`src/logic/nak_ctrl_pkg.sv`:
```
// Package: register map, field positions, reset values and timing for the endpoint NAK block
package nak_ctrl_pkg;
   // Register byte addresses (index times four, printed offsets are not word aligned)
   localparam logic [31:0] IDX_NAK_ALL     = 32'hFFFFFE01;
   localparam logic [31:0] IDX_EP_NAK      = 32'h0FFFFE02;
   localparam logic [11:0] ADDR_NAK_ALL    = {IDX_NAK_ALL[9:0], 2'b00};
   localparam logic [11:0] ADDR_EP_NAK     = {IDX_EP_NAK[9:0], 2'b00};
   localparam logic [11:0] ADDR_WR_MASK    = 12'h00C;
   localparam logic [11:0] ADDR_DATA_END   = 12'h010;
   localparam logic [11:0] ADDR_FIFO_CLEAR = 12'h014;
   localparam logic [11:0] ADDR_DMA_CTRL   = 12'h018;
   localparam logic [11:0] ADDR_BANK_STAT  = 12'h01C;
   // Field positions of endpoint_nak_control
   localparam int BIT_INTR_B     = 5;
   localparam int BIT_INTR_A     = 4;
   localparam int BIT_BULK_OUT_B = 3;
   localparam int BIT_BULK_OUT_A = 2;
   localparam int BIT_BULK_IN_B  = 1;
   localparam int BIT_BULK_IN_A  = 0;
   localparam int BIT_NAK_ALL    = 0;
   // Reset values
   localparam logic [7:0] RST_NAK_ALL = 8'h00;
   localparam logic [7:0] RST_EP_NAK  = 8'h00;
   localparam logic [7:0] RST_MASK    = 8'h00;
   // Bank size and FIFO-clear settle time
   localparam logic [6:0] BANK_BYTES      = 7'h40;
   localparam int         CLR_SETTLE_USB  = 5;
   localparam logic [2:0] CLR_SETTLE_CYC  = 3'(CLR_SETTLE_USB - 1);

   typedef enum logic [1:0] {
      EP0_IDLE   = 2'b00,
      EP0_DATA   = 2'b01,
      EP0_STATUS = 2'b11
   } ep0_stage_e;

   // Engine-side events for both bulk endpoint pairs (A and B)
   typedef struct packed {
      logic ok_rx_b;   // Correct packet landed in engine bank, endpoint 4
      logic ok_rx_a;   // Endpoint 2
      logic tx_done_b; // IN packet acknowledged, endpoint 3
      logic tx_done_a; // Endpoint 1
   } bulk_evt_s;
endpackage

```
`src/logic/usb_endpoint_nak_control.sv`:
```
// Endpoint NAK control: NAK-all for endpoint 0, bank/NAK/DMA control for bulk and send-bit control for interrupt
`timescale 1ns/1ns
//////////////////////////////////////////////////////////////////////////////////////////////////
// Overview of operation
// - NAK-all bit forces NAK on every non-SETUP endpoint 0 transaction.
// - Firmware writes to NAK-all wait while the engine reads request data.
// - During EP0 transfer, setting NAK-all applies only at reset, SETUP or status.
// - With EP0 idle, setting NAK-all applies right after the write.
// - Clearing NAK-all applies at once except during IN token NAK reply.
// - Bulk-OUT NAK bits are writable only when their write-enable bit is 1.
// - FIFO clear updates status within five clocks; firmware waits four clocks.
// - Bulk-OUT NAK writes ignored while NAK sent on EP0 read, EP2 or EP4.
// - Interrupt send bit sets on full buffer or end mark, clears on buffer clear.
// - Bulk-OUT NAK sets when engine bank cannot accept, clears on toggle.
// - Bulk-OUT banks swap when engine bank holds good data and CPU count is 0.
// - Firmware-set bulk-OUT NAK holds until firmware clears it or buffer clears; code also clears it on a bank toggle (out_tog).
// - Bulk-IN send bit sets on toggle; data held until sent correctly.
// - Bulk-IN swap needs CPU write complete and engine count 0; clear resets bit.
// - DMA fill without auto-toggle waits for end mark before toggling.
// - Enabling DMA during programmed I/O raises the DMA request at once.
// - Bulk-OUT DMA request drops on last CPU-side byte read or terminal count.
// - Bulk-IN DMA request drops after 64 bytes, returns on toggle unless masked.
// - Bulk-IN terminal count drops and masks the DMA request.
module usb_endpoint_nak_control
   import nak_ctrl_pkg::*;
(
   input  wire logic        pclk,
   input  wire logic        presetn,
   input  wire logic        psel,
   input  wire logic        penable,
   input  wire logic        pwrite,
   input  wire logic [31:0] paddr,
   input  wire logic [31:0] pwdata,
   output logic      [31:0] prdata,
   output logic             pready,
   output logic             pslverr,
   // Engine side
   input  wire logic        bus_reset,
   input  wire logic        setup_pid,
   input  wire logic        status_stage,
   input  wire logic        ep0_xfer_done,
   input  wire logic        eng_req_read,
   input  wire logic        in_token_nak,
   input  wire logic        ep0_read_nak,
   input  wire bulk_evt_s   bulk_evt,
   input  wire logic [1:0]  intr_tx_done,
   // CPU/DMA data side: byte strobes and counts per buffer
   input  wire logic [1:0]  intr_wr_full,
   input  wire logic [1:0]  bulk_out_cpu_empty,
   input  wire logic [1:0]  bulk_out_last_rd,
   input  wire logic [1:0]  bulk_in_cpu_full,
   input  wire logic [1:0]  bulk_in_dma_wr,
   input  wire logic [1:0]  bulk_in_eng_empty,
   input  wire logic [1:0]  dma_tc,
   output logic             ep0_force_nak,
   output logic      [1:0]  bulk_out_bank,
   output logic      [1:0]  bulk_in_bank,
   output logic      [1:0]  dma_req_out,
   output logic      [1:0]  dma_req_in
);
   //////////////////////////////////////////////////////////////////////////////////////////////
   logic       nak_all;
   logic       nak_all_pend;
   logic       nak_all_val;
   logic [7:0] ep_nak;
   logic [1:0] out_wr_en;
   logic [1:0] in_auto_tog;
   logic [1:0] in_cpu_done;
   logic [1:0] out_eng_full;
   logic [1:0] in_mask;
   logic [1:0] dma_en_out;
   logic [1:0] dma_en_in;
   logic [1:0] out_clr_p;
   logic [1:0] in_clr_p;
   logic [1:0] int_clr_p;
   logic [1:0] int_end_p;
   logic [1:0] in_end_p;
   logic [1:0] out_tog;
   logic [1:0] in_tog;
   logic [6:0] in_dma_cnt [2];
   logic [2:0] clr_dly;
   logic [5:0] clr_hold;
   ep0_stage_e ep0_stage;
   logic       seen_setup;
   logic       wr_acc;
   logic       rd_acc;
   logic [11:0] a;
   logic       bulk_nak_busy;

   assign a       = paddr[11:0];
   assign wr_acc  = psel && penable && pwrite;
   assign rd_acc  = psel && penable && !pwrite;
   assign pready  = 1'b1;
   assign bulk_nak_busy = ep0_read_nak || |(out_eng_full & ~bulk_out_cpu_empty);

   //////////////////////////////////////////////////////////////////////////////////////////////
   // Endpoint 0 stage tracking
   always_ff @(posedge pclk or negedge presetn)
   begin
      if (!presetn)
      begin
         ep0_stage  <= EP0_IDLE;
         seen_setup <= 1'b0;
      end
      else if (bus_reset)
      begin
         ep0_stage  <= EP0_IDLE;
         seen_setup <= 1'b0;
      end
      else if (setup_pid)
      begin
         ep0_stage  <= EP0_DATA;
         seen_setup <= 1'b1;
      end
      else if (status_stage)
         ep0_stage <= EP0_STATUS;
      else if (ep0_xfer_done)
         ep0_stage <= EP0_IDLE;
   end

   // Pending write is parked until the engine lets go; never a torn value for the engine
   always_ff @(posedge pclk or negedge presetn)
   begin
      if (!presetn)
      begin
         nak_all      <= RST_NAK_ALL[BIT_NAK_ALL];
         nak_all_pend <= 1'b0;
         nak_all_val  <= 1'b0;
      end
      else
      begin
         if (wr_acc && a == ADDR_NAK_ALL)
         begin
            nak_all_pend <= 1'b1;
            nak_all_val  <= pwdata[BIT_NAK_ALL];
         end
         else if (nak_all_pend && !eng_req_read)
         begin
            if (!nak_all_val && !in_token_nak)
            begin
               nak_all      <= 1'b0;
               nak_all_pend <= 1'b0;
            end
            else if (nak_all_val && (ep0_stage == EP0_IDLE || !seen_setup
                     || setup_pid || status_stage))
            begin
               nak_all      <= 1'b1;
               nak_all_pend <= 1'b0;
            end
         end
      end
   end

   assign ep0_force_nak = nak_all && !setup_pid;

   //////////////////////////////////////////////////////////////////////////////////////////////
   // Firmware controls: write mask, auto toggle, end marks, clears, DMA enables
   always_ff @(posedge pclk or negedge presetn)
   begin
      if (!presetn)
      begin
         out_wr_en   <= RST_MASK[1:0];
         in_auto_tog <= 2'h0;
         dma_en_out  <= 2'h0;
         dma_en_in   <= 2'h0;
      end
      else if (wr_acc)
      begin
         if (a == ADDR_WR_MASK)
            out_wr_en <= pwdata[3:2];
         else if (a == ADDR_DATA_END)
            in_auto_tog <= pwdata[7:6];
         else if (a == ADDR_DMA_CTRL)
         begin
            dma_en_out <= pwdata[1:0];
            dma_en_in  <= pwdata[3:2];
         end
      end
   end

   // One-cycle strobes from writes to data-end and FIFO-clear registers
   always_comb
   begin
      int_end_p = 2'h0;
      in_end_p  = 2'h0;
      int_clr_p = 2'h0;
      in_clr_p  = 2'h0;
      out_clr_p = 2'h0;
      if (wr_acc && a == ADDR_DATA_END)
      begin
         int_end_p = pwdata[5:4];
         in_end_p  = pwdata[1:0];
      end
      if (clr_dly == 3'h1)
      begin
         int_clr_p = clr_hold[5:4];
         out_clr_p = clr_hold[3:2];
         in_clr_p  = clr_hold[1:0];
      end
   end

   // Clear is applied inside the settle window so status is true when firmware looks
   always_ff @(posedge pclk or negedge presetn)
   begin
      if (!presetn)
      begin
         clr_dly  <= 3'h0;
         clr_hold <= 6'h00;
      end
      else if (wr_acc && a == ADDR_FIFO_CLEAR)
      begin
         clr_dly  <= CLR_SETTLE_CYC;
         clr_hold <= pwdata[5:0];
      end
      else if (clr_dly != 3'h0)
         clr_dly <= clr_dly - 3'h1;
   end

   //////////////////////////////////////////////////////////////////////////////////////////////
   // Per-endpoint bank, NAK and DMA request logic
   genvar g;
   generate
      for (g = 0; g < 2; g++)
      begin : g_ep
         logic out_rx_ok;
         logic in_tx_ok;
         assign out_rx_ok = g ? bulk_evt.ok_rx_b : bulk_evt.ok_rx_a;
         assign in_tx_ok  = g ? bulk_evt.tx_done_b : bulk_evt.tx_done_a;
         assign out_tog[g] = out_eng_full[g] && bulk_out_cpu_empty[g];
         assign in_tog[g]  = in_cpu_done[g] && bulk_in_eng_empty[g];

         always_ff @(posedge pclk or negedge presetn)
         begin
            if (!presetn)
            begin
               out_eng_full[g]  <= 1'b0;
               bulk_out_bank[g] <= 1'b0;
            end
            else if (out_tog[g])
            begin
               out_eng_full[g]  <= 1'b0;
               bulk_out_bank[g] <= ~bulk_out_bank[g];
            end
            else if (out_rx_ok)
               out_eng_full[g] <= 1'b1;
            else if (out_clr_p[g])
               out_eng_full[g] <= 1'b0;
         end

         // Held data stays in the engine bank until acknowledged
         always_ff @(posedge pclk or negedge presetn)
         begin
            if (!presetn)
            begin
               in_cpu_done[g]  <= 1'b0;
               bulk_in_bank[g] <= 1'b0;
            end
            else if (in_tog[g])
            begin
               in_cpu_done[g]  <= 1'b0;
               bulk_in_bank[g] <= ~bulk_in_bank[g];
            end
            else if (in_end_p[g] || (bulk_in_cpu_full[g]
                     && (in_auto_tog[g] || !dma_en_in[g])))
               in_cpu_done[g] <= 1'b1;
            else if (in_clr_p[g])
               in_cpu_done[g] <= 1'b0;
         end

         always_ff @(posedge pclk or negedge presetn)
         begin
            if (!presetn)
               in_dma_cnt[g] <= 7'h00;
            else if (in_tog[g] || in_clr_p[g])
               in_dma_cnt[g] <= 7'h00;
            else if (bulk_in_dma_wr[g] && in_dma_cnt[g] != BANK_BYTES)
               in_dma_cnt[g] <= in_dma_cnt[g] + 7'h01;
         end

         // Terminal count masks further IN requests until firmware unmasks
         always_ff @(posedge pclk or negedge presetn)
         begin
            if (!presetn)
               in_mask[g] <= 1'b0;
            else if (dma_en_in[g] && dma_tc[g])
               in_mask[g] <= 1'b1;
            else if (wr_acc && a == ADDR_DMA_CTRL && pwdata[4 + g])
               in_mask[g] <= 1'b0;
         end

         // Requests are level-derived so enabling DMA asserts them immediately
         assign dma_req_out[g] = dma_en_out[g] && !bulk_out_cpu_empty[g]
                                 && !bulk_out_last_rd[g] && !dma_tc[g];
         assign dma_req_in[g]  = dma_en_in[g] && !in_mask[g] && !dma_tc[g]
                                 && in_dma_cnt[g] != BANK_BYTES && !in_cpu_done[g];
      end
   endgenerate

   //////////////////////////////////////////////////////////////////////////////////////////////
   // Endpoint NAK register; hardware set beats firmware or clear on the same edge
   always_ff @(posedge pclk or negedge presetn)
   begin
      if (!presetn)
         ep_nak <= RST_EP_NAK;
      else
      begin
         for (int i = 0; i < 2; i++)
         begin
            // Interrupt IN
            if (intr_wr_full[i] || int_end_p[i])
               ep_nak[BIT_INTR_A + i] <= 1'b1;
            else if (int_clr_p[i] || intr_tx_done[i])
               ep_nak[BIT_INTR_A + i] <= 1'b0;
            // Bulk OUT
            if (out_eng_full[i] && !bulk_out_cpu_empty[i])
               ep_nak[BIT_BULK_OUT_A + i] <= 1'b1;
            else if (out_tog[i] || out_clr_p[i])
               ep_nak[BIT_BULK_OUT_A + i] <= 1'b0;
            else if (wr_acc && a == ADDR_EP_NAK && out_wr_en[i] && !bulk_nak_busy)
               ep_nak[BIT_BULK_OUT_A + i] <= pwdata[BIT_BULK_OUT_A + i];
            // Bulk IN
            if (in_tog[i])
               ep_nak[BIT_BULK_IN_A + i] <= 1'b1;
            else if (in_clr_p[i])
               ep_nak[BIT_BULK_IN_A + i] <= 1'b0;
         end
         ep_nak[7:6] <= 2'h0;
      end
   end

   //////////////////////////////////////////////////////////////////////////////////////////////
   // Read path, registered data
   always_ff @(posedge pclk or negedge presetn)
   begin
      if (!presetn)
      begin
         prdata  <= 32'h00000000;
         pslverr <= 1'b0;
      end
      else if (psel && !penable)
      begin
         pslverr <= 1'b0;
         if (pwrite)
            prdata <= 32'h00000000;
         else if (a == ADDR_NAK_ALL)
            prdata <= {31'h00000000, nak_all};
         else if (a == ADDR_EP_NAK)
            prdata <= {24'h000000, ep_nak};
         else if (a == ADDR_WR_MASK)
            prdata <= {28'h0000000, out_wr_en, 2'h0};
         else if (a == ADDR_DATA_END)
            prdata <= {24'h000000, in_auto_tog, 6'h00};
         else if (a == ADDR_DMA_CTRL)
            prdata <= {26'h0000000, in_mask, dma_en_in, dma_en_out};
         else if (a == ADDR_BANK_STAT)
            prdata <= {24'h000000, bulk_in_bank, bulk_out_bank, in_cpu_done, out_eng_full};
         else if (a == ADDR_FIFO_CLEAR)
            prdata <= 32'h00000000;
         else
         begin
            prdata  <= 32'h00000000;
            pslverr <= 1'b1;
         end
      end
   end

   //////////////////////////////////////////////////////////////////////////////////////////////
   a_nak_all_clear: assert property (@(posedge pclk) disable iff (!presetn)
      (wr_acc && a == ADDR_NAK_ALL && !pwdata[0] && !eng_req_read && !in_token_nak)
      ##1 (!eng_req_read && !in_token_nak) |=> !nak_all)
      else $error("NAK-all clear not applied");
   a_nak_all_defer: assert property (@(posedge pclk) disable iff (!presetn)
      eng_req_read |=> $stable(nak_all))
      else $error("NAK-all changed during engine read");
   a_nak_all_gate: assert property (@(posedge pclk) disable iff (!presetn)
      $rose(nak_all) |-> $past(ep0_stage == EP0_IDLE || !seen_setup || setup_pid
      || status_stage))
      else $error("NAK-all set outside allowed points");
   a_out_mask: assert property (@(posedge pclk) disable iff (!presetn)
      (wr_acc && a == ADDR_EP_NAK && !out_wr_en[0] && !out_tog[0] && !out_clr_p[0]
      && !(out_eng_full[0] && !bulk_out_cpu_empty[0])) |=> $stable(ep_nak[2]))
      else $error("Masked bulk-OUT NAK write applied");
   a_in_tog_set: assert property (@(posedge pclk) disable iff (!presetn)
      in_tog[0] |=> ep_nak[0] && (bulk_in_bank[0] != $past(bulk_in_bank[0])))
      else $error("Bulk-IN toggle did not set send bit");
   a_out_tog_cond: assert property (@(posedge pclk) disable iff (!presetn)
      (bulk_out_bank[0] != $past(bulk_out_bank[0])) |-> $past(bulk_out_cpu_empty[0]))
      else $error("Bulk-OUT swap with CPU bank busy");
   a_clr_settle: assert property (@(posedge pclk) disable iff (!presetn)
      (wr_acc && a == ADDR_FIFO_CLEAR && pwdata[0]) |-> ##[1:5] in_clr_p[0])
      else $error("FIFO clear not applied in five clocks");
   a_dma_tc_mask: assert property (@(posedge pclk) disable iff (!presetn)
      (dma_en_in[0] && dma_tc[0]) |=> (in_mask[0] && !dma_req_in[0]))
      else $error("Terminal count did not mask IN DMA");
   a_ep7_zero: assert property (@(posedge pclk) disable iff (!presetn)
      ##1 ep_nak[7:6] == 2'h0)
      else $error("Unused NAK bits set");
endmodule

```
`config.mk`:
```
export PLATFORM = sky130hd
export DESIGN_NAME = usb_endpoint_nak_control
export DESIGN_NICKNAME = d
export VERILOG_FILES = /design/src/logic/nak_ctrl_pkg.sv /design/src/logic/usb_endpoint_nak_control.sv
export SDC_FILE = /design/constraint.sdc
export NUM_CORES = 1
export LEC_CHECK = 0
export BUFFER_PORTS_ARGS = -buffer_cell sky130_fd_sc_hd__buf_2
export CORE_ASPECT_RATIO = 0.8
export CORE_MARGIN = 5
export CORE_UTILIZATION = 30
export CTS_BUF_LIST = sky130_fd_sc_hd__clkbuf_2
export CTS_CLUSTER_SIZE = 14
export DETAILED_ROUTE_END_ITERATION = 8
export PLACE_DENSITY = 0.62
export SLEW_MARGIN = 40
export SYNTH_ARGS = -nofsm -noshare
export SYNTH_HDL_FRONTEND = slang
export SYNTH_SLANG_ARGS = --single-unit
```
`constraint.sdc`:
```
create_clock -name pclk -period 2 [get_ports pclk]
set_input_delay 0.3 -clock pclk [delete_from_list [all_inputs] [get_ports pclk]]
set_output_delay 0.3 -clock pclk [all_outputs]
set_load 0.005 [all_outputs]
```
==> metrics.txt <==
status complete, but fails checks; failing checks setup timing; final wirelength 8.917 mm; routability cong. 0.8243; H-tree depth 3; Hold Path Class in -> reg; Clock Tree Root clkbuf_2; # setup viols final 2; Fillers 1103; crit end category output pin; crit-path max FO 2; grt ovf 0; post-synthesis sequential area ratio 45.99%; post-synthesis cell type count 51; Clock Latency Late Sink 0.51 ns; drt via density 4.795; Starting Density 30.85%; post-synthesis instance total 339; total power 3.206 mW; initial antenna violation count 0; Layout area overhead 26.82%; pre-CTS setup slack -0.1749 ns; Worst Clk Skew 0.02043 ns; I/O Buffers 67; total number of vias 2858; share of layout cells above drive strength 1 31.42%; Final WS setup -0.09764 ns; n_diodes 0; Worst EP arrival 1.80 ns; clock-pin slew on the worst setup and hold paths 0.18 ns; Hold Worst Slack 0.05753 ns; placed insts 564; Crit Path Class reg -> out; Final period util 104.9%; most common cell after layout, fill and taps aside buf_2; required time of the worst setup path 1.70 ns; register bit count reported by yosys 62; GR Util met1 17.96%; met2 usage 20.00%; Max Slew Vio Count 0; Async SR Flop Fraction 100.0%; Yosys warning count 0; pin count of the biggest net entering global routing 24; global routing's busiest layer met2; row cnt 34; Rel. slew slack 61.56%; first-pass GRT wire length 13.83 mm; Final HPWL DP 6.966 mm; Pwr Density 749.6 nW/um^2; Hold Violations, Final 0; unrepaired setup endpoints after global routing yes; Top FF cell, synth dfrtp_1; Die Wd 128.6 um; most frequent cells in the layout buf_2 (67), dfrtp_1 (62), nand2_1 (32); top cell type's share of synthesized area 45.99%; Synth area leaders dfrtp_1 (46%), mux2_2 (6.3%), buf_4 (5.6%), nand2_1 (3.6%), nor2_1 (3.4%); Remaining DRCs 0; clock buffer depth 2; Initial DRT Pass Iterations 4; Sink Count 62; syn_area_per_cell 9.951 sq um; met3 usage 4.182%; Routed WL per cell 14.96 um; highest clock rate 476.7 MHz; Max rail drop VDD 0.0004584 V; Die Y 104.8 um; Startpoint Class register; Tot GR Track Use 13.07%; TNS Setup -0.1543 ns; Post-synth EDFFs 0; post-layout minimum cycle time 2.098 ns; clock buffer count from CTS 9; initial drt markers 153; vias in the first global route 2805; Synth area leader dfrtp_1; synthesized area 3373 sq um; leak pwr 2.021 nW; Detail Route Antenna Nets 0; Die ar. 13480 sq um; Slew @ Worst Pin 0.5767 ns; Final nets 550; final non-filler cell total 596; I/O pin count 139; CTS tree built; number of max-cap violations 0; Core Footprint 10930 sq um
-- synthesized netlist by cell type (all sizes together) (3+ instances only) --
cell type	instances
dfrtp	62
nand2	32
nor2	31
buf	26
mux2	19
inv	15
a21oi	13
nand2b	11
xnor2	11
o21ai	9
ha	7
nand4	7
clkbuf	6
nor3	6
nor4	6
or3	6
a22oi	5
mux2i	5
nor2b	5
a22o	4
nand3b	4
o211ai	4
or4	4
xor2	4
a211o	3
and2	3
nand3	3
-- registers in the layout, indices dropped and copies added, names as in the netlist, 2 cells and up --
| register | count |
|---|---|
| ep0_stage | 2 |
| ep_nak | 6 |
| prdata | 8 |
| clr_hold | 6 |
| in_cpu_done | 2 |
| bulk_in_bank | 2 |
| dma_en_out | 2 |
| in_mask | 2 |
| bulk_out_bank | 2 |
| out_eng_full | 2 |
| in_dma_cnt | 14 |
| clr_dly | 3 |
| out_wr_en | 2 |
| dma_en_in | 2 |
| in_auto_tog | 2 |
-- path summary, 6_finish.rpt --
check | start | endpoint | cells after the start | slack (ns)
max in group asynchronous | presetn | pslverr | 3 | 1.06
min in group asynchronous | presetn | out_eng_full[1] | 2 | 0.30
worst min register to register | prdata[1] | prdata[1] | 2 | 0.49
worst max register to register | clr_dly[1] | out_eng_full[1] | 8 | 0.20
worst min-delay path | pwdata[5] | ep_nak[5] | 2 | 0.06
worst max-delay path | in_mask[1] | dma_req_in[1] | 3 | -0.1
-- metrics by stage --
step	util (%)	cell area [sq um]
final	39.13	4278
after global routing	39.13	4278
after CTS	38.91	4254
after detailed placement	36.12	3949
after global placement	36.12	3949
after floorplan	-	3462
-- metal layers --
metal	wire [um]	part of all wire, %
met5	0	0
met4	62	0.70
met3	674	7.6
met2	4113	46
met1	4066	46
-- worst max-delay path, stage by stage (launching register included) --
cell and delay [ns]:
dfrtp_1 0.42, or4b_4 0.56, a31oi_4 0.17, buf_2 0.14
-- layout make-up --
| type | count | area (sq um) | area share [%] |
|---|---|---|---|
| Timing Repair Buffer | 106 | 670.6 | 15.68 |
| Sequential cell | 62 | 1551 | 36.27 |
| Clock buffer | 10 | 50.05 | 1.170 |
| Inverter | 15 | 56.30 | 1.316 |
| Multi-Input combinational cell | 253 | 1693 | 39.57 |
| Clock inverter | 6 | 76.32 | 1.784 |
| Tap cell | 144 | 180.2 | 4.212 |
-- logic make-up (layout without fill, tap and decap cells) --
family	count (synthesis)	in the layout	share of synthesized area, %
and+or+nand+nor	124	124	19.25
DFF	62	62	45.99
AOI/OAI and AO/OA	58	58	12.20
xor gates and xnor gates	15	15	3.894
muxes	24	24	7.827
other	2	25	0.2226
buffers and inverters	47	137	8.012
adders and majority gates	7	7	2.596
-- timing repair --
action | in CTS | in global routing
hold buffers | 12 | 0
endpoints found under the setup margin | 2 | 3
resized for setup | 5 | 4
gates cloned | 0 | 0
hold endpoints to repair | 31 | 0
setup buffers | 4 | 0
pin swaps | 1 | 1
-- power by group --
part / switching, mW / internal [mW]
Combinational: 0.418 / 0.381
Clock: 0.458 / 0.406
Sequential: 0.143 / 1.40
(Power assumes the default switching activity.)
